===== src/logic/utf_pkg.sv =====
// Purpose: Shared constants and types for the serial transmit and format block.
// Assumes: AHB-Lite word registers; 50 MHz system clock.
// Notes: Offsets are byte addresses decoded on haddr[7:0].
package utf_pkg;
    localparam logic [7:0] ADDR_STATUS = 8'h00;
    localparam logic [7:0] ADDR_CTRL1 = 8'h04;
    localparam logic [7:0] ADDR_CTRL2 = 8'h08;
    localparam logic [7:0] ADDR_BAUD = 8'h0c;
    localparam logic [7:0] ADDR_DATA = 8'h10;
    // Control register 1 fields.
    localparam int C1_PORT_ON = 0;
    localparam int C1_WL = 1;
    localparam int C1_PAR_ON = 2;
    localparam int C1_PTYPE = 3;
    localparam int C1_RX_STOP = 5;
    localparam int C1_NINTH = 6;
    localparam int C1_ADDR_ON = 7;
    // Control register 2 fields.
    localparam int C2_TX_ON = 0;
    localparam int C2_RX_ON = 1;
    localparam int C2_BRK = 2;
    localparam int C2_TXIE = 3;
    // Baud register fields.
    localparam int BD_FRAC = 16;
    // Reset values.
    localparam logic [15:0] RST_DIV = 16'h0010;
    localparam logic [2:0] RST_FRAC = 3'h0;
    // Parity type encoding.
    localparam logic [1:0] PAR_EVEN = 2'h0;
    localparam logic [1:0] PAR_ODD = 2'h1;
    localparam logic [1:0] PAR_MARK = 2'h2;
    localparam logic [1:0] PAR_SPACE = 2'h3;
    // Bit counts within a frame.
    localparam logic [3:0] LAST_BIT_8 = 4'h7;
    localparam logic [3:0] LAST_BIT_9 = 4'h8;
    localparam logic [3:0] STOP_LAST = 4'h1;
    localparam int BRK_ZEROS_DEF = 13;

    typedef struct packed {
        logic [15:0] div;
        logic [2:0] frac;
    } utf_baud_cfg_t;

    typedef struct packed {
        logic port_on;
        logic word_length_select;
        logic parity_on;
        logic [1:0] parity_type_field;
        logic rx_stop_count_select;
        logic tx_ninth_bit;
        logic addr_on;
        logic tx_on;
        logic rx_on;
        logic tx_break_request;
        logic tx_irq_on;
    } utf_ctl_t;

    typedef enum logic [2:0] {
        TX_IDLE = 3'b000,
        TX_START = 3'b001,
        TX_DATA = 3'b010,
        TX_PAR = 3'b011,
        TX_STOP = 3'b100,
        TX_BRK = 3'b101
    } utf_tx_st_t;
endpackage


===== src/logic/utf_sync.sv =====
// Purpose: Three-stage pin synchroniser with agreement filter.
// Assumes: Input is asynchronous to clock.
// Notes: The output moves only once stages two and three agree.
`timescale 1ns/10ps
module utf_sync #(
    parameter logic INIT = 1'b1
) (
    input wire logic clock,
    input wire logic srst,
    input wire logic din,
    output logic dout
);
    typedef struct packed {
        logic s1;
        logic s2;
        logic s3;
        logic q;
    } utf_sync_t;

    utf_sync_t s_ff;
    utf_sync_t nxt_s;

    always_comb begin
        nxt_s = s_ff;
        nxt_s.s1 = din;
        nxt_s.s2 = s_ff.s1;
        nxt_s.s3 = s_ff.s2;
        if (s_ff.s2 == s_ff.s3) begin
            nxt_s.q = s_ff.s3;
        end
    end

    always_ff @(posedge clock) begin
        if (srst) begin
            s_ff <= {4{INIT}};
        end else begin
            s_ff <= nxt_s;
        end
    end

    assign dout = s_ff.q;
endmodule


===== src/logic/utf_baud.sv =====
// Purpose: Bit-time generator with integer divider and fractional stretch.
// Assumes: Divider of at least 2 cycles.
// Notes: While run is low the first bit time is preloaded, so the first
// tick falls exactly one bit time after run rises.
`timescale 1ns/10ps
module utf_baud
    import utf_pkg::*;
(
    input wire logic clock,
    input wire logic srst,
    input utf_pkg::utf_baud_cfg_t cfg,
    input wire logic run,
    output logic tick
);
    typedef struct packed {
        logic [15:0] cnt;
        logic [3:0] acc;
    } utf_baud_t;

    utf_baud_t s_ff;
    utf_baud_t nxt_s;
    logic [3:0] sum;
    logic extra;

    always_comb begin
        nxt_s = s_ff;
        sum = s_ff.acc + {1'b0, cfg.frac};
        // A bit takes one more cycle whenever the sum carries into bit 3.
        extra = s_ff.acc[3] ^ sum[3];
        tick = run && (s_ff.cnt == 16'h0000);
        if (!run) begin
            nxt_s.cnt = cfg.div - 16'h0001;
            nxt_s.acc = {1'b0, cfg.frac};
        end else if (tick) begin
            nxt_s.cnt = cfg.div - 16'h0001 + {15'h0000, extra};
            nxt_s.acc = sum;
        end else begin
            nxt_s.cnt = s_ff.cnt - 16'h0001;
        end
    end

    always_ff @(posedge clock) begin
        if (srst) begin
            s_ff <= '0;
        end else begin
            s_ff <= nxt_s;
        end
    end
endmodule


===== src/logic/utf_top.sv =====
// Purpose: Serial port format control, enable logic and transmit path.
// Assumes: AHB-Lite slave, zero wait states, word accesses only.
// Notes: Receiver data recovery lives elsewhere; its flags are kept here.
//
// Added by the designer: the address map and the AHB-Lite slave port.
`timescale 1ns/10ps
module utf_top
    import utf_pkg::*;
#(
    parameter int BRK_ZEROS = utf_pkg::BRK_ZEROS_DEF
) (
    input wire logic clock,
    input wire logic srst,
    input wire logic hsel,
    input wire logic [31:0] haddr,
    input wire logic [1:0] htrans,
    input wire logic hwrite,
    input wire logic [2:0] hsize,
    input wire logic [31:0] hwdata,
    input wire logic hready,
    output logic hreadyout,
    output logic hresp,
    output logic [31:0] hrdata,
    output logic serial_out_pin,
    output logic serial_out_oe,
    input wire logic serial_in_pin,
    output logic serial_in_on,
    output logic tx_irq
);
    import utf_pkg::*;

    if (BRK_ZEROS < 2 || BRK_ZEROS > 15) begin : g_chk
        $error("BRK_ZEROS must lie in 2..15");
    end

    localparam logic [3:0] BRK_LAST = 4'(BRK_ZEROS - 1);

    typedef struct packed {
        utf_ctl_t ctl;
        utf_baud_cfg_t baud;
        utf_tx_st_t st;
        logic [8:0] shreg;
        logic [3:0] bitn;
        logic par;
        logic brk_mode;
        logic [8:0] dbuf;
        logic buf_full;
        logic txe;
        logic idle;
        logic armed;
        logic [4:0] rx_flags;
        logic [2:0] rx_fill_count;
        logic rx_idle;
        logic wr_pend;
        logic [7:0] wr_addr;
        logic line;
        logic oe;
        logic rx_sel;
        logic irq;
        logic [31:0] rdata;
    } utf_top_t;

    utf_top_t s_ff;
    utf_top_t nxt_s;
    logic tick;
    logic rx_lvl;
    logic take;
    logic data_wr;
    logic dw_ok;
    logic direct;
    logic [3:0] last_bit;
    logic [31:0] rd_word;

    ////////////////////////////////////////////////////////////////////////////
    // Shared bit timing and pin input conditioning.

    utf_baud u_baud (
        .clock(clock),
        .srst(srst),
        .cfg(s_ff.baud),
        .run(s_ff.st != TX_IDLE),
        .tick(tick)
    );

    utf_sync #(
        .INIT(1'b1)
    ) u_rx_sync (
        .clock(clock),
        .srst(srst),
        .din(serial_in_pin),
        .dout(rx_lvl)
    );

    ////////////////////////////////////////////////////////////////////////////
    // Read-back word for the address being accessed.

    always_comb begin
        rd_word = 32'h0000_0000;
        case (haddr[7:0])
            ADDR_STATUS: begin
                rd_word[10:0] = {s_ff.rx_fill_count, s_ff.rx_flags, s_ff.rx_idle,
                                 s_ff.idle, s_ff.txe};
            end
            ADDR_CTRL1: begin
                rd_word[7:0] = {s_ff.ctl.addr_on, s_ff.ctl.tx_ninth_bit,
                                s_ff.ctl.rx_stop_count_select, s_ff.ctl.parity_type_field,
                                s_ff.ctl.parity_on, s_ff.ctl.word_length_select,
                                s_ff.ctl.port_on};
            end
            ADDR_CTRL2: begin
                rd_word[3:0] = {s_ff.ctl.tx_irq_on, s_ff.ctl.tx_break_request,
                                s_ff.ctl.rx_on, s_ff.ctl.tx_on};
            end
            ADDR_BAUD: begin
                rd_word[18:0] = {s_ff.baud.frac, s_ff.baud.div};
            end
            default: begin
                rd_word = 32'h0000_0000;
            end
        endcase
    end

    ////////////////////////////////////////////////////////////////////////////
    // Next-state logic.

    always_comb begin
        nxt_s = s_ff;
        take = hsel && hready && htrans[1];
        data_wr = s_ff.wr_pend && (s_ff.wr_addr == ADDR_DATA);
        // Data is refused whenever the buffer still holds a character.
        dw_ok = data_wr && s_ff.txe && s_ff.ctl.port_on;
        direct = dw_ok && (s_ff.st == TX_IDLE) && s_ff.ctl.tx_on
                 && !s_ff.ctl.tx_break_request && !s_ff.buf_full;
        // The parity bit occupies the last data slot.
        last_bit = (s_ff.ctl.word_length_select ? LAST_BIT_9 : LAST_BIT_8)
                   - {3'h0, s_ff.ctl.parity_on};

        // Register writes complete in the data phase.
        if (s_ff.wr_pend) begin
            case (s_ff.wr_addr)
                ADDR_CTRL1: begin
                    nxt_s.ctl.port_on = hwdata[C1_PORT_ON];
                    nxt_s.ctl.word_length_select = hwdata[C1_WL];
                    nxt_s.ctl.parity_on = hwdata[C1_PAR_ON];
                    nxt_s.ctl.parity_type_field = hwdata[C1_PTYPE +: 2];
                    nxt_s.ctl.rx_stop_count_select = hwdata[C1_RX_STOP];
                    nxt_s.ctl.tx_ninth_bit = hwdata[C1_NINTH];
                    nxt_s.ctl.addr_on = hwdata[C1_ADDR_ON];
                end
                ADDR_CTRL2: begin
                    nxt_s.ctl.tx_on = hwdata[C2_TX_ON];
                    nxt_s.ctl.rx_on = hwdata[C2_RX_ON];
                    nxt_s.ctl.tx_break_request = hwdata[C2_BRK];
                    nxt_s.ctl.tx_irq_on = hwdata[C2_TXIE];
                end
                ADDR_BAUD: begin
                    nxt_s.baud.div = hwdata[15:0];
                    nxt_s.baud.frac = hwdata[BD_FRAC +: 3];
                end
                default: begin
                    nxt_s.wr_pend = 1'b0;
                end
            endcase
        end

        // Status read then data write clears the idle flag.
        if (data_wr) begin
            nxt_s.armed = 1'b0;
            if (s_ff.armed && dw_ok) begin
                nxt_s.idle = 1'b0;
            end
        end
        if (dw_ok && !direct) begin
            nxt_s.dbuf = {s_ff.ctl.tx_ninth_bit, hwdata[7:0]};
            nxt_s.buf_full = 1'b1;
            nxt_s.txe = 1'b0;
        end

        // Transmit sequencer.
        case (s_ff.st)
            TX_IDLE: begin
                nxt_s.par = (s_ff.ctl.parity_type_field == PAR_ODD);
                if (s_ff.ctl.port_on && s_ff.ctl.tx_on) begin
                    if (s_ff.ctl.tx_break_request) begin
                        nxt_s.brk_mode = 1'b1;
                        nxt_s.st = TX_START;
                    end else if (s_ff.buf_full) begin
                        nxt_s.shreg = s_ff.dbuf;
                        nxt_s.buf_full = 1'b0;
                        nxt_s.txe = 1'b1;
                        nxt_s.st = TX_START;
                    end else if (direct) begin
                        // The ninth bit is sampled as the character is loaded.
                        nxt_s.shreg = {s_ff.ctl.tx_ninth_bit, hwdata[7:0]};
                        nxt_s.st = TX_START;
                    end
                end
            end
            TX_START: begin
                if (tick) begin
                    nxt_s.bitn = 4'h0;
                    nxt_s.st = s_ff.brk_mode ? TX_BRK : TX_DATA;
                end
            end
            TX_DATA: begin
                if (tick) begin
                    nxt_s.par = s_ff.par ^ s_ff.shreg[0];
                    nxt_s.shreg = {1'b0, s_ff.shreg[8:1]};
                    nxt_s.bitn = s_ff.bitn + 4'h1;
                    if (s_ff.bitn == last_bit) begin
                        nxt_s.bitn = 4'h0;
                        nxt_s.st = s_ff.ctl.parity_on ? TX_PAR : TX_STOP;
                    end
                end
            end
            TX_PAR: begin
                if (tick) begin
                    nxt_s.st = TX_STOP;
                end
            end
            TX_BRK: begin
                if (tick) begin
                    nxt_s.bitn = s_ff.bitn + 4'h1;
                    if (s_ff.bitn == BRK_LAST) begin
                        nxt_s.bitn = 4'h0;
                        if (!s_ff.ctl.tx_break_request) begin
                            nxt_s.st = TX_STOP;
                        end
                    end
                end
            end
            TX_STOP: begin
                if (tick) begin
                    nxt_s.bitn = s_ff.bitn + 4'h1;
                    if (s_ff.bitn == STOP_LAST) begin
                        nxt_s.bitn = 4'h0;
                        nxt_s.brk_mode = 1'b0;
                        nxt_s.st = TX_IDLE;
                        nxt_s.idle = 1'b1;
                    end
                end
            end
            default: begin
                nxt_s.st = TX_IDLE;
            end
        endcase

        // Losing either enable drops the frame on the spot.
        if (!nxt_s.ctl.port_on || !nxt_s.ctl.tx_on) begin
            nxt_s.st = TX_IDLE;
            nxt_s.brk_mode = 1'b0;
            nxt_s.bitn = 4'h0;
        end
        // Only status, the buffer, tx_on, rx_on and the break request are touched; format, baud and tx_irq_on survive.
        if (!nxt_s.ctl.port_on) begin
            nxt_s.ctl.tx_on = 1'b0;
            nxt_s.ctl.rx_on = 1'b0;
            nxt_s.ctl.tx_break_request = 1'b0;
            nxt_s.rx_flags = 5'h00;
            nxt_s.rx_fill_count = 3'h0;
            nxt_s.txe = 1'b1;
            nxt_s.idle = 1'b1;
            nxt_s.buf_full = 1'b0;
        end

        // Address phase: capture the access, prepare read data.
        nxt_s.wr_pend = take && hwrite;
        nxt_s.wr_addr = haddr[7:0];
        if (take && !hwrite) begin
            nxt_s.rdata = rd_word;
            if (haddr[7:0] == ADDR_STATUS) begin
                nxt_s.armed = 1'b1;
            end
        end

        // Registered pin and request outputs.
        case (nxt_s.st)
            TX_START: nxt_s.line = 1'b0;
            TX_BRK: nxt_s.line = 1'b0;
            TX_DATA: nxt_s.line = nxt_s.shreg[0];
            TX_PAR: begin
                case (s_ff.ctl.parity_type_field)
                    PAR_MARK: nxt_s.line = 1'b1;
                    PAR_SPACE: nxt_s.line = 1'b0;
                    default: nxt_s.line = nxt_s.par;
                endcase
            end
            default: nxt_s.line = 1'b1;
        endcase
        nxt_s.oe = nxt_s.ctl.port_on && nxt_s.ctl.tx_on;
        nxt_s.rx_sel = nxt_s.ctl.port_on && nxt_s.ctl.rx_on;
        nxt_s.rx_idle = !(nxt_s.rx_sel && !rx_lvl);
        nxt_s.irq = nxt_s.ctl.tx_irq_on && nxt_s.txe;
    end

    always_ff @(posedge clock) begin
        if (srst) begin
            s_ff <= '0;
            s_ff.baud.div <= RST_DIV;
            s_ff.baud.frac <= RST_FRAC;
            s_ff.st <= TX_IDLE;
            s_ff.txe <= 1'b1;
            s_ff.idle <= 1'b1;
            s_ff.rx_idle <= 1'b1;
            s_ff.line <= 1'b1;
        end else begin
            s_ff <= nxt_s;
        end
    end

    assign hreadyout = 1'b1;
    assign hresp = 1'b0;
    assign hrdata = s_ff.rdata;
    assign serial_out_pin = s_ff.line;
    assign serial_out_oe = s_ff.oe;
    assign serial_in_on = s_ff.rx_sel;
    assign tx_irq = s_ff.irq;

    ////////////////////////////////////////////////////////////////////////////
    // Checks.

    idle_line_a: assert property (@(posedge clock) disable iff (srst)
        (s_ff.st == TX_IDLE || s_ff.st == TX_STOP) |-> serial_out_pin)
        else $error("Line not high outside data and start bits.");
    start_low_a: assert property (@(posedge clock) disable iff (srst)
        (s_ff.st == TX_IDLE) ##1 (s_ff.st == TX_START) |-> !serial_out_pin)
        else $error("Start bit not low.");
    two_stop_a: assert property (@(posedge clock) disable iff (srst)
        (s_ff.st == TX_STOP && tick && s_ff.bitn == 4'h0 && serial_out_oe)
        |=> (s_ff.st == TX_STOP) || !serial_out_oe)
        else $error("Frame ended after one stop bit.");
    refuse_write_a: assert property (@(posedge clock) disable iff (srst)
        (data_wr && !s_ff.txe) |=> $stable(s_ff.dbuf))
        else $error("Data write accepted while buffer full.");
    disable_flags_a: assert property (@(posedge clock) disable iff (srst)
        !s_ff.ctl.port_on |-> s_ff.txe && s_ff.idle && !s_ff.ctl.tx_on
        && s_ff.st == TX_IDLE && s_ff.rx_flags == 5'h00)
        else $error("Disabled block holds stale state.");
    txoff_abort_a: assert property (@(posedge clock) disable iff (srst)
        (s_ff.st != TX_IDLE) |-> serial_out_oe)
        else $error("Frame running with transmit disabled.");
    irq_follow_a: assert property (@(posedge clock) disable iff (srst)
        (s_ff.ctl.tx_irq_on && s_ff.txe) |-> tx_irq)
        else $error("Empty flag not raising request.");
    direct_load_a: assert property (@(posedge clock) disable iff (srst)
        direct |=> (s_ff.st == TX_START) && s_ff.txe ##1 !serial_out_pin)
        else $error("Idle write did not start a frame.");
    stop_reload_a: assert property (@(posedge clock) disable iff (srst)
        (s_ff.st == TX_STOP) |=> (s_ff.st != TX_START))
        else $error("Shifter reloaded before stop bits ended.");
    reset_fmt_a: assert property (@(posedge clock)
        $past(srst) && !srst |-> !s_ff.ctl.word_length_select && !s_ff.ctl.parity_on
        && !s_ff.ctl.rx_stop_count_select)
        else $error("Reset format is not 8N1.");
endmodule


===== config.mk =====
export PLATFORM = sky130hd
export DESIGN_NAME = utf_top
export DESIGN_NICKNAME = d
export VERILOG_FILES = /design/src/logic/utf_pkg.sv /design/src/logic/utf_sync.sv /design/src/logic/utf_baud.sv /design/src/logic/utf_top.sv
export SDC_FILE = /design/constraint.sdc
export NUM_CORES = 1
export LEC_CHECK = 0
export BUFFER_PORTS_ARGS = -buffer_cell sky130_fd_sc_hd__clkbuf_2
export CAP_MARGIN = 0
export CORE_MARGIN = 3
export CORE_UTILIZATION = 51
export DETAILED_ROUTE_END_ITERATION = 16
export GPL_TIMING_DRIVEN = 0
export PLACE_DENSITY = 0.77
export SETUP_SLACK_MARGIN = 0.5
export SYNTH_ARGS = -nofsm -noshare
export SYNTH_HDL_FRONTEND = slang
export SYNTH_SLANG_ARGS = --single-unit

===== constraint.sdc =====
create_clock -name clock -period 2.9 [get_ports clock]
set_clock_uncertainty 0.05 [all_clocks]
set_input_delay 0.58 -clock clock [delete_from_list [all_inputs] [get_ports clock]]
set_output_delay 0.58 -clock clock [all_outputs]
set_load 0.01 [all_outputs]

# [After elaboration in Yosys (flattened, before gate mapping)]
# Index checks and enable logic that the tools add are counted.
[word_totals] reg_bits=119 latch_bits=0 ramBits=0 romBits=0 inputBits=75 output_inout_bits=38 wordCells=187 memories=0
[classes] addsub=6 mul=0 n_div=0 order_cmp=0 eq_ne=33 shifts=0 muxes=60 n_bitwise=4 reduce_logical=45
[op_table] cell="3-bit two-way mux" n=14
[op_table] cell="12-bit two-way mux" n=3
[op_table] cell="4-bit two-way mux" n=9
[op_table] cell="8-bit by 4-bit == test with 1-bit output (second input constant)" n=4
[op_table] cell="4-bit one-hot mux with 4 select lines" n=2
[op_table] cell="16-bit by 1-bit subtractor with 16-bit output (second input constant)" n=2
[op_table] cell="31-bit two-way mux" n=1
[op_table] cell="20-bit two-way mux" n=1
[op_table] cell="1-bit logical AND" n=19
[op_table] cell="19-bit two-way mux" n=1
[op_table] cell="3-bit one-hot mux with 6 select lines" n=1
[op_table] cell="9-bit one-hot mux with 2 select lines" n=1
[op_table] cell="17-bit two-way mux" n=1
[op_table] cell="16-bit by 1-bit adder with 16-bit output" n=1
[op_table] cell="8-bit by 3-bit == test with 1-bit output (second input constant)" n=2
[op_table] cell="16-bit logical NOT" n=1
[op_table] cell="16-bit two-way mux" n=1
[op_table] cell="8-bit two-way mux" n=2
[op_table] cell="2-bit inequality test (second input constant)" n=8
[op_table] cell="5-bit AND reduction" n=3
[op_table] cell="2-bit two-way mux" n=7
[op_table] cell="3-bit by 2-bit == test with 1-bit output (second input constant)" n=4
[op_table] cell="1-bit two-way mux" n=10
[op_table] cell="3-bit == test (second input constant)" n=3
[op_table] cell="other kinds (28)" n=47

# [Longest topological paths before layout]
# Gate-level depths: netlist of the first run.
[logic_depth] word_depth=17 mapped_depth=10 depth_no_buf=9

# [Cells and area by module]
# Synthesis of the first run repeated with hierarchy kept, for this count alone.
[unflattened] cells_unflattened=790 hier_area_um2=6677.7
[by_module_without_submodules] mod="utf_top" n_inst=1 cells_per_inst=478 area_each_um2=4355.4 seq_area_each_um2=1861.8
[by_module_without_submodules] mod="utf_baud" n_inst=1 cells_per_inst=302 area_each_um2=2207.1 seq_area_each_um2=380.4
[by_module_without_submodules] mod="utf_sync" n_inst=1 cells_per_inst=10 area_each_um2=115.1 seq_area_each_um2=80.1

# [Worst setup path after synthesis of the first run]
# Ideal clock, no wire load.
[synth_path] path_type="register to register" from="register s_ff[88] in the netlist's numbering" to="register u_baud.s_ff[17] in the netlist's numbering" setup_time_ns=0.074 arrival_time_ns=2.825 required_time_ns=2.776 setup_slack_ns=-0.050 path_stages_with_launch=11 path_buffers=2 synth_period_minus_slack_ns=2.950 cell_sequence="dfxtp_1 > inv_1 > ha_1 > buf_2 > or4b_2 > clkbuf_1 > xor2_1 > or4_4 > and2_4 > or4_1 > a31oi_1"
[synth_between] elab_chain_cells=4
[synth_rtl] item="start: declaration" line="utf_top.sv:63" rtl="utf_top_t s_ff;"
[synth_rtl] item="start signal: assignment" line="utf_top.sv:307" rtl="s_ff <= nxt_s;"
[synth_rtl] item="16-bit by 1-bit subtractor with 16-bit output (*)" line="utf_baud.sv:32, utf_baud.sv:35"
[synth_rtl] item="16-bit by 1-bit adder with 16-bit output" line="utf_baud.sv:35" rtl="nxt_s.cnt = cfg.div - 16'h0001 + {15'h0000, extra};"
[synth_rtl] item="16-bit two-way mux" line="utf_baud.sv:34" rtl="end else if (tick) begin"
[synth_rtl] item="20-bit two-way mux (*)" line="utf_baud.sv:31" rtl="if (!run) begin"
[synth_rtl] item="end signal: assignment" line="utf_baud.sv:46" rtl="s_ff <= nxt_s;"
[synth_rtl] item="end: declaration" line="utf_baud.sv:20" rtl="utf_baud_t s_ff;"
# Mark *: on every way between the ends. The rest lies on a longest branch, timed or not.
# A chain may end at the register's enable or synchronous reset.

# [Worst setup path after layout of the first run]
[layout_path] from="register s_ff[88] in the netlist's numbering" to="register u_baud.s_ff[18] in the netlist's numbering"
# The elaborated chain is that of the path after synthesis.

==> flow_summary_export.csv, run 1 <==
group,metric,value,unit
clock_network,cts_tree,"done",
clock_network,ctsRootBufferMaster,"clkbuf_16",
power,peakVddDrop,0.605,mV
worst_hold_path,hold_path_class,"input port to register",
drt,avgRoutedWirePerCell,18.9,um
drt,drc,0,
critical_path,worstSetupPathType,"register to register",
placement,pre_cts_slack,-0.223,ns
cells_and_area,final_util,71.9,%
global_routing,grt_use_total,28.6,%
floorplanning,die_area,13700,um^2
drt,antenna_left,0,
critical_path,max_stage_delay,0.53,ns
timing,whs,0.294,ns
timing,fin_tns_setup,0,ns
clock_network,cts_buffer_depth,2,
drt,wl,20.1,mm
cells_and_area,nFillCells,908,
global_routing,antenna_found_initial,0,
clock_network,htree_levels,4,
drt,firstDrtPassIters,7,
cells_and_area,regArea,2350,um^2
floorplanning,initial_core_util,53.5,%
clock_network,clk_pin_slew,0.05,ns
placement,dp_hpwl,13.4,mm
yosys,syn_inst,759,
timing,finalHoldViolCount,0,
timing,period_minus_slack,2.82,ns
floorplanning,pin_count,113,
cells_and_area,nets,978,
floorplanning,fp.dieH,117,um
power,p_leak,3.48,nW
yosys,yosysWarningCount,0,
yosys,post_synth_fa_ha_maj_area_fraction,2.70,%
timing,maxSlewViolCount,0,
yosys,synth-simple-area-share,25.4,%
timing,fin_ws,0.0770,ns
status,status,"finished, final reports clean",
floorplanning,die_w,117,um
yosys,synthArstFlopShare,0,%
drt,vias,6397,
drt,via_per_inst,6.00,
critical_path,worst-path-buf-inv,2,
yosys,synth_ff_type,"dfxtp_1",
timing,rsz0062_at_grt,"true",
clock_network,clock_latency,0.43,ns
clock_network,cts_buffers,17,
cells_and_area,multi_input_area,4130,um^2
yosys,synthDistinctLibCells,75,
yosys,synth_edf_count,0,
critical_path,slowest_stage,"or4_4",
cells_and_area,final_cell_mix,"105 x dfxtp_1, 96 x nand2_1, 83 x nor2_1",
critical_path,critPathRequiredTime,3.18,ns
yosys,synth_top_family_by_area,"simple AND/OR/NAND/NOR gates",
yosys,synthMuxAreaShare,5.72,%
timing,worst_pin_slew,0.764,ns
cells_and_area,drive_gt1_share,33.2,%
yosys,ys_ff_latch,116,
yosys,synth_compound_area_share,17.1,%
placement,numPortBuffers,54,
global_routing,grt_pass1_vias,5844,
yosys,syn_avg_cell_area,8.30,um^2
yosys,synth.area.top_cells,"dfxtp_1 37%, nand2_1 5.8%, nor2_1 5.2%, mux2i_1 4.3%, buf_4 4.1%",
critical_path,critPathLaunchType,"register",
timing,slew_headroom,49.1,%
power,power_density,452,nW/um^2
timing,fmax,354,MHz
yosys,netlist_area,6300,um^2
yosys,synth_top_area_share,36.9,%
timing,setup_viol,0,
yosys,synth_xor_area_share,4.17,%
cells_and_area,diodes,0,
critical_path,worstPathCellList,"or4_4 -> buf_6 -> or4_4 -> buf_6 -> or3_4 -> a2111o_1 -> a221oi_2",
floorplanning,core_area,11800,um^2
global_routing,grt_max_degree,17,
placement,routabilityCongestion,0.924,
critical_path,end_kind,"register",
yosys,synth_area_leader_cell,"dfxtp_1",
critical_path,crit_fanout,5,
yosys,seq_area_frac_synth,36.9,%
critical_path,arrival,3.11,ns
cells_and_area,syn2layout_area_growth,34.3,%
flow_run,cap_viol_max_count,0,
global_routing,grt_overflow_total,0,
timing,fin_crit_sh,97.3,%
cells_and_area,final_common_cell,"dfxtp_1",
clock_network,clock_sinks,116,
floorplanning,row_count,39,
drt,drt_iter0_markers,783,
global_routing,grt_pass1_wl,29.9,mm
critical_path,critPathTopFamily,"simple AND/OR/NAND/NOR gates",
[power breakdown]
part | internal (mW) | switching [mW]
clock network | 1.29 | 0.733
logic | 0.0719 | 0.109
registers | 1.60 | 0.0131
[final timing paths]
path                                           end                from  depth (start not counted)  slack, ns
worst max register to register     u_baud.s_ff[18]            s_ff[88]                          7       0.08
worst max-delay path               u_baud.s_ff[18]            s_ff[88]                          7       0.08
worst min-delay path            u_rx_sync.nxt_s[2]       serial_in_pin                          2       0.29
worst min register to register  u_rx_sync.nxt_s[1]  u_rx_sync.nxt_s[2]                          1       0.37
[flip-flops by register name, indices dropped and copies added (netlist names)]
| signal | cells |
|---|---|
| s_ff | 70 |
| hrdata | 19 |
| u_baud.s_ff | 19 |
| u_rx_sync.nxt_s | 2 |
| serial_in_on | 1 |
| serial_out_oe | 1 |
| serial_out_pin | 1 |
| tx_irq | 1 |
| u_rx_sync.dout | 1 |
| u_rx_sync.s_ff | 1 |
[cell type report]
cell class / instances / share of cell area, %
timing repair buffer: 99 / 7.56
tap: 164 / 2.43
sequential: 116 / 27.7
buffer: 81 / 6.15
clock buffer: 21 / 5.44
multi-input combinational: 563 / 48.8
inverter: 12 / 0.592
clock inverter: 11 / 1.29
[cell usage after synthesis (9+ instances only)]
cell	count
xor2_1	16
inv_1	12
xnor2_1	14
or4_1	10
mux2i_1	27
nor3_1	16
dfxtp_1	116
nor4_1	12
nand3_1	16
o21ai_0	12
clkbuf_1	38
nand2_1	97
a21oi_1	32
buf_4	34
nor2_1	88
a22oi_1	27
nor2b_1	16
ha_1	12
a31oi_1	9
[cells by family (layout without fill, tap and decap cells)]
group,after synthesis,in the layout
AO/OA/AOI/OAI,150,150
XOR/XNOR,30,30
adder cells (fa/ha/maj),13,13
buffers and inverters,93,224
flip-flops,116,116
multiplexers,32,32
other,2,15
AND/OR/NAND/NOR,323,323
[layer usage]
metal	GRT usage, %	share of wire (%)
met2	43.7	46
met1	37.4	42
met5	0	0
met3	9.05	10
met4	12.3	2.5
[metrics by stage]
| step | cells | instance area (um^2) | total power, mW |
|---|---|---|---|
| global route | 1067 | 8460 | 3.92 |
| CTS | 1040 | 7870 | 3.81 |
| finish | 1067 | 8460 | 3.82 |
| detailed placement | 990 | 6940 | 1.80 |
| global placement | 990 | 6940 | 1.80 |
| floorplan | 772 | 6460 | 1.74 |
[what timing repair did]
action,CTS,global route
setup endpoints to repair,82,53
endpoints found under the hold margin,0,0
setup buffers,18,27
hold buffers,0,0
resized for setup,55,101
pin swaps,17,31
Note: power is estimated with default switching activity, not from simulation.
==> run 2, diff against run 1 <==
--- a/config.mk
+++ b/config.mk
@@ -8,10 +8,10 @@
 export BUFFER_PORTS_ARGS = -buffer_cell sky130_fd_sc_hd__clkbuf_2
 export CAP_MARGIN = 0
 export CORE_MARGIN = 3
-export CORE_UTILIZATION = 51
+export CORE_UTILIZATION = 50
 export DETAILED_ROUTE_END_ITERATION = 16
 export GPL_TIMING_DRIVEN = 0
-export PLACE_DENSITY = 0.77
+export PLACE_DENSITY = 0.76
 export SETUP_SLACK_MARGIN = 0.5
 export SYNTH_ARGS = -nofsm -noshare
 export SYNTH_HDL_FRONTEND = slang
==> run 2 against run 1 <==
Effect of this change: sequential share of layout area increased by 0.44 points; non-clock buffer count fell by 5; global-route usage shrank 2.6 points; die area up 1.9%; clock-buffer cell count decreased by 2; sequential power about the same; combinational power is essentially flat; flip-flop and latch count unchanged; final area down 1.6%; power rose by 0.66%; register-to-register slack got worse by 0.04 ns; utilization decreased by 3.5 points.
==> flow_summary_export.csv, run 2 (synthesized netlist as in run 1, its figures left out) <==
group,metric,value,unit
drt,vias,6260,
timing,fmax,349,MHz
drt,via_per_inst,5.88,
timing,slew_headroom,46.8,%
power,p_clk_share,53.4,%
drt,drt_iter0_markers,609,
drt,avgRoutedWirePerCell,17.9,um
drt,firstDrtPassIters,6,
power,power,3.85,mW
cells_and_area,regMostFlops,"s_ff",
timing,worst_pin_slew,0.794,ns
timing,period_minus_slack,2.87,ns
cells_and_area,final_area,8320,um^2
drt,antenna_left,0,
power,p_leak,3.38,nW
critical_path,r2r_cells,7,
power,p_switching,0.896,mW
cells_and_area,drive_gt1_share,31.4,%
global_routing,grt_overflow_total,0,
status,status,"finished, final reports clean",
global_routing,grt_max_degree,17,
power,power.share.sequential,42.0,%
clock_network,ctsRootBufferMaster,"clkbuf_16",
cells_and_area,final_common_cell,"dfxtp_1",
clock_network,htree_levels,4,
global_routing,antenna_found_initial,0,
critical_path,arrival,3.17,ns
cells_and_area,diodes,0,
floorplanning,fp.dieH,118,um
placement,dp_hpwl,12.6,mm
floorplanning,pin_count,113,
power,power_density,462,nW/um^2
worst_hold_path,min_path_cells,2,
floorplanning,die_area,14000,um^2
clock_network,cts_buffer_depth,2,
power,swShare,23.3,%
drt,drc,0,
timing,maxSlewViolCount,0,
critical_path,crit_fanout,5,
cells_and_area,syn2layout_area_growth,32.2,%
cells_and_area,nets,973,
critical_path,rr_startpoint,"s_ff[88]",
cells_and_area,final_util,68.4,%
clock_network,clk_pin_slew,0.06,ns
worst_hold_path,hp-start,"serial_in_pin",
critical_path,critPathRequiredTime,3.21,ns
cells_and_area,instances_no_fill,1065,
floorplanning,initial_core_util,51.8,%
flow_run,cap_viol_max_count,0,
power,pwr-share-comb,4.6,%
drt,wl,19.1,mm
clock_network,cts_tree,"done",
timing,fin_crit_sh,98.9,%
critical_path,critPathLaunchType,"register",
clock_network,clock_latency,0.43,ns
global_routing,grt_use_total,26.0,%
global_routing,grt_pass1_wl,29.3,mm
worst_hold_path,hold_path_class,"input port to register",
timing,fin_tns_setup,0,ns
placement,dp.cells,994,
floorplanning,core_area,12200,um^2
critical_path,worstSetupPathType,"register to register",
placement,numPortBuffers,54,
timing,rsz0062_at_grt,"true",
timing,setup_viol,0,
placement,dpl_cell_area,6940,um^2
timing,finalHoldViolCount,0,
cells_and_area,nFillCells,954,
critical_path,end_kind,"register",
power,p_int,2.95,mW
cells_and_area,largest_reg_flops,70,
global_routing,grt_pass1_vias,5784,
clock_network,clock_sinks,116,
floorplanning,row_count,40,
placement,routabilityCongestion,0.921,
floorplanning,die_w,118,um
cells_and_area,final_cell_mix,"106 x dfxtp_1, 95 x nand2_1, 86 x nor2_1",
power,peakVddDrop,0.373,mV
critical_path,crit_start,"s_ff[88]",
clock_network,cts_buffers,17,
[run 2: cell types whose count changed in the layout (fill, tap and decap cells not counted), sizes merged]
| cell | change |
|---|---|
| buf | -6 |
| inv | +2 |
| clkbuf | -1 |
| clkinvlp | +4 |
| clkinv | -5 |
[run 2: final timing paths]
kind	endpoint	slack, ns
max	u_baud.s_ff[17]	0.03
max reg2reg	u_baud.s_ff[17]	0.03
min	u_rx_sync.nxt_s[2]	0.28
min reg2reg	u_rx_sync.nxt_s[1]	0.36
[run 2: repair_timing]
action,CTS,global route
setup endpoints to repair,82,67
cloned,0,0
buffers inserted,16,24
hold buffers,0,0
resized for setup,60,66
pin swaps,10,27
[run 2: final cells by class]
| class | instances | area, um^2 | area share (%) |
|---|---|---|---|
| multi-input combinational | 563 | 4050 | 48.6 |
| sequential | 116 | 2340 | 28.2 |
| timing repair buffer | 94 | 594 | 7.14 |
| buffer | 81 | 507 | 6.09 |
| clock buffer | 19 | 443 | 5.32 |
| tap | 168 | 210 | 2.53 |
| clock inverter | 12 | 131 | 1.58 |
| inverter | 12 | 47.5 | 0.571 |
[run 2: per-stage QoR]
stage,setup slack (ns),hold WS [ns]
4_1_cts,0.0943,0.282
3_3_place_gp,-0.178,0.348
3_5_place_dp,-0.194,0.351
5_1_grt,-0.00363,0.279
2_1_floorplan,0.158,0.339
6_report,0.0321,0.283
[run 2: power groups by stage]
stage                     Clock [mW]  Sequential (mW)  Combinational (mW)
after global routing            2.12             1.62               0.192
after detailed placement           0             1.65               0.153
after floorplan                    0             1.65              0.0926
after CTS                       2.05             1.62               0.158
after global placement             0             1.65               0.152
final                           2.05             1.62               0.179
[run 2: critical path: stages (launching register included)]
cell and delay [ns]:
dfxtp_4 0.36, or4_4 0.53, buf_6 0.14, or4_4 0.45, or4_4 0.44, and2_4 0.18
or4_4 0.45, a31oi_4 0.19
[run 2: layer usage]
layer / GRT usage (%) / up-vias / routed length [um]
li1: - / 2931 / -
met1: 31.2 / 2959 / 7560
met2: 44.1 / 306 / 9270
met3: 5.07 / 64 / 1430
met4: 13.6 / 0 / 859
met5: 0 / - / 0
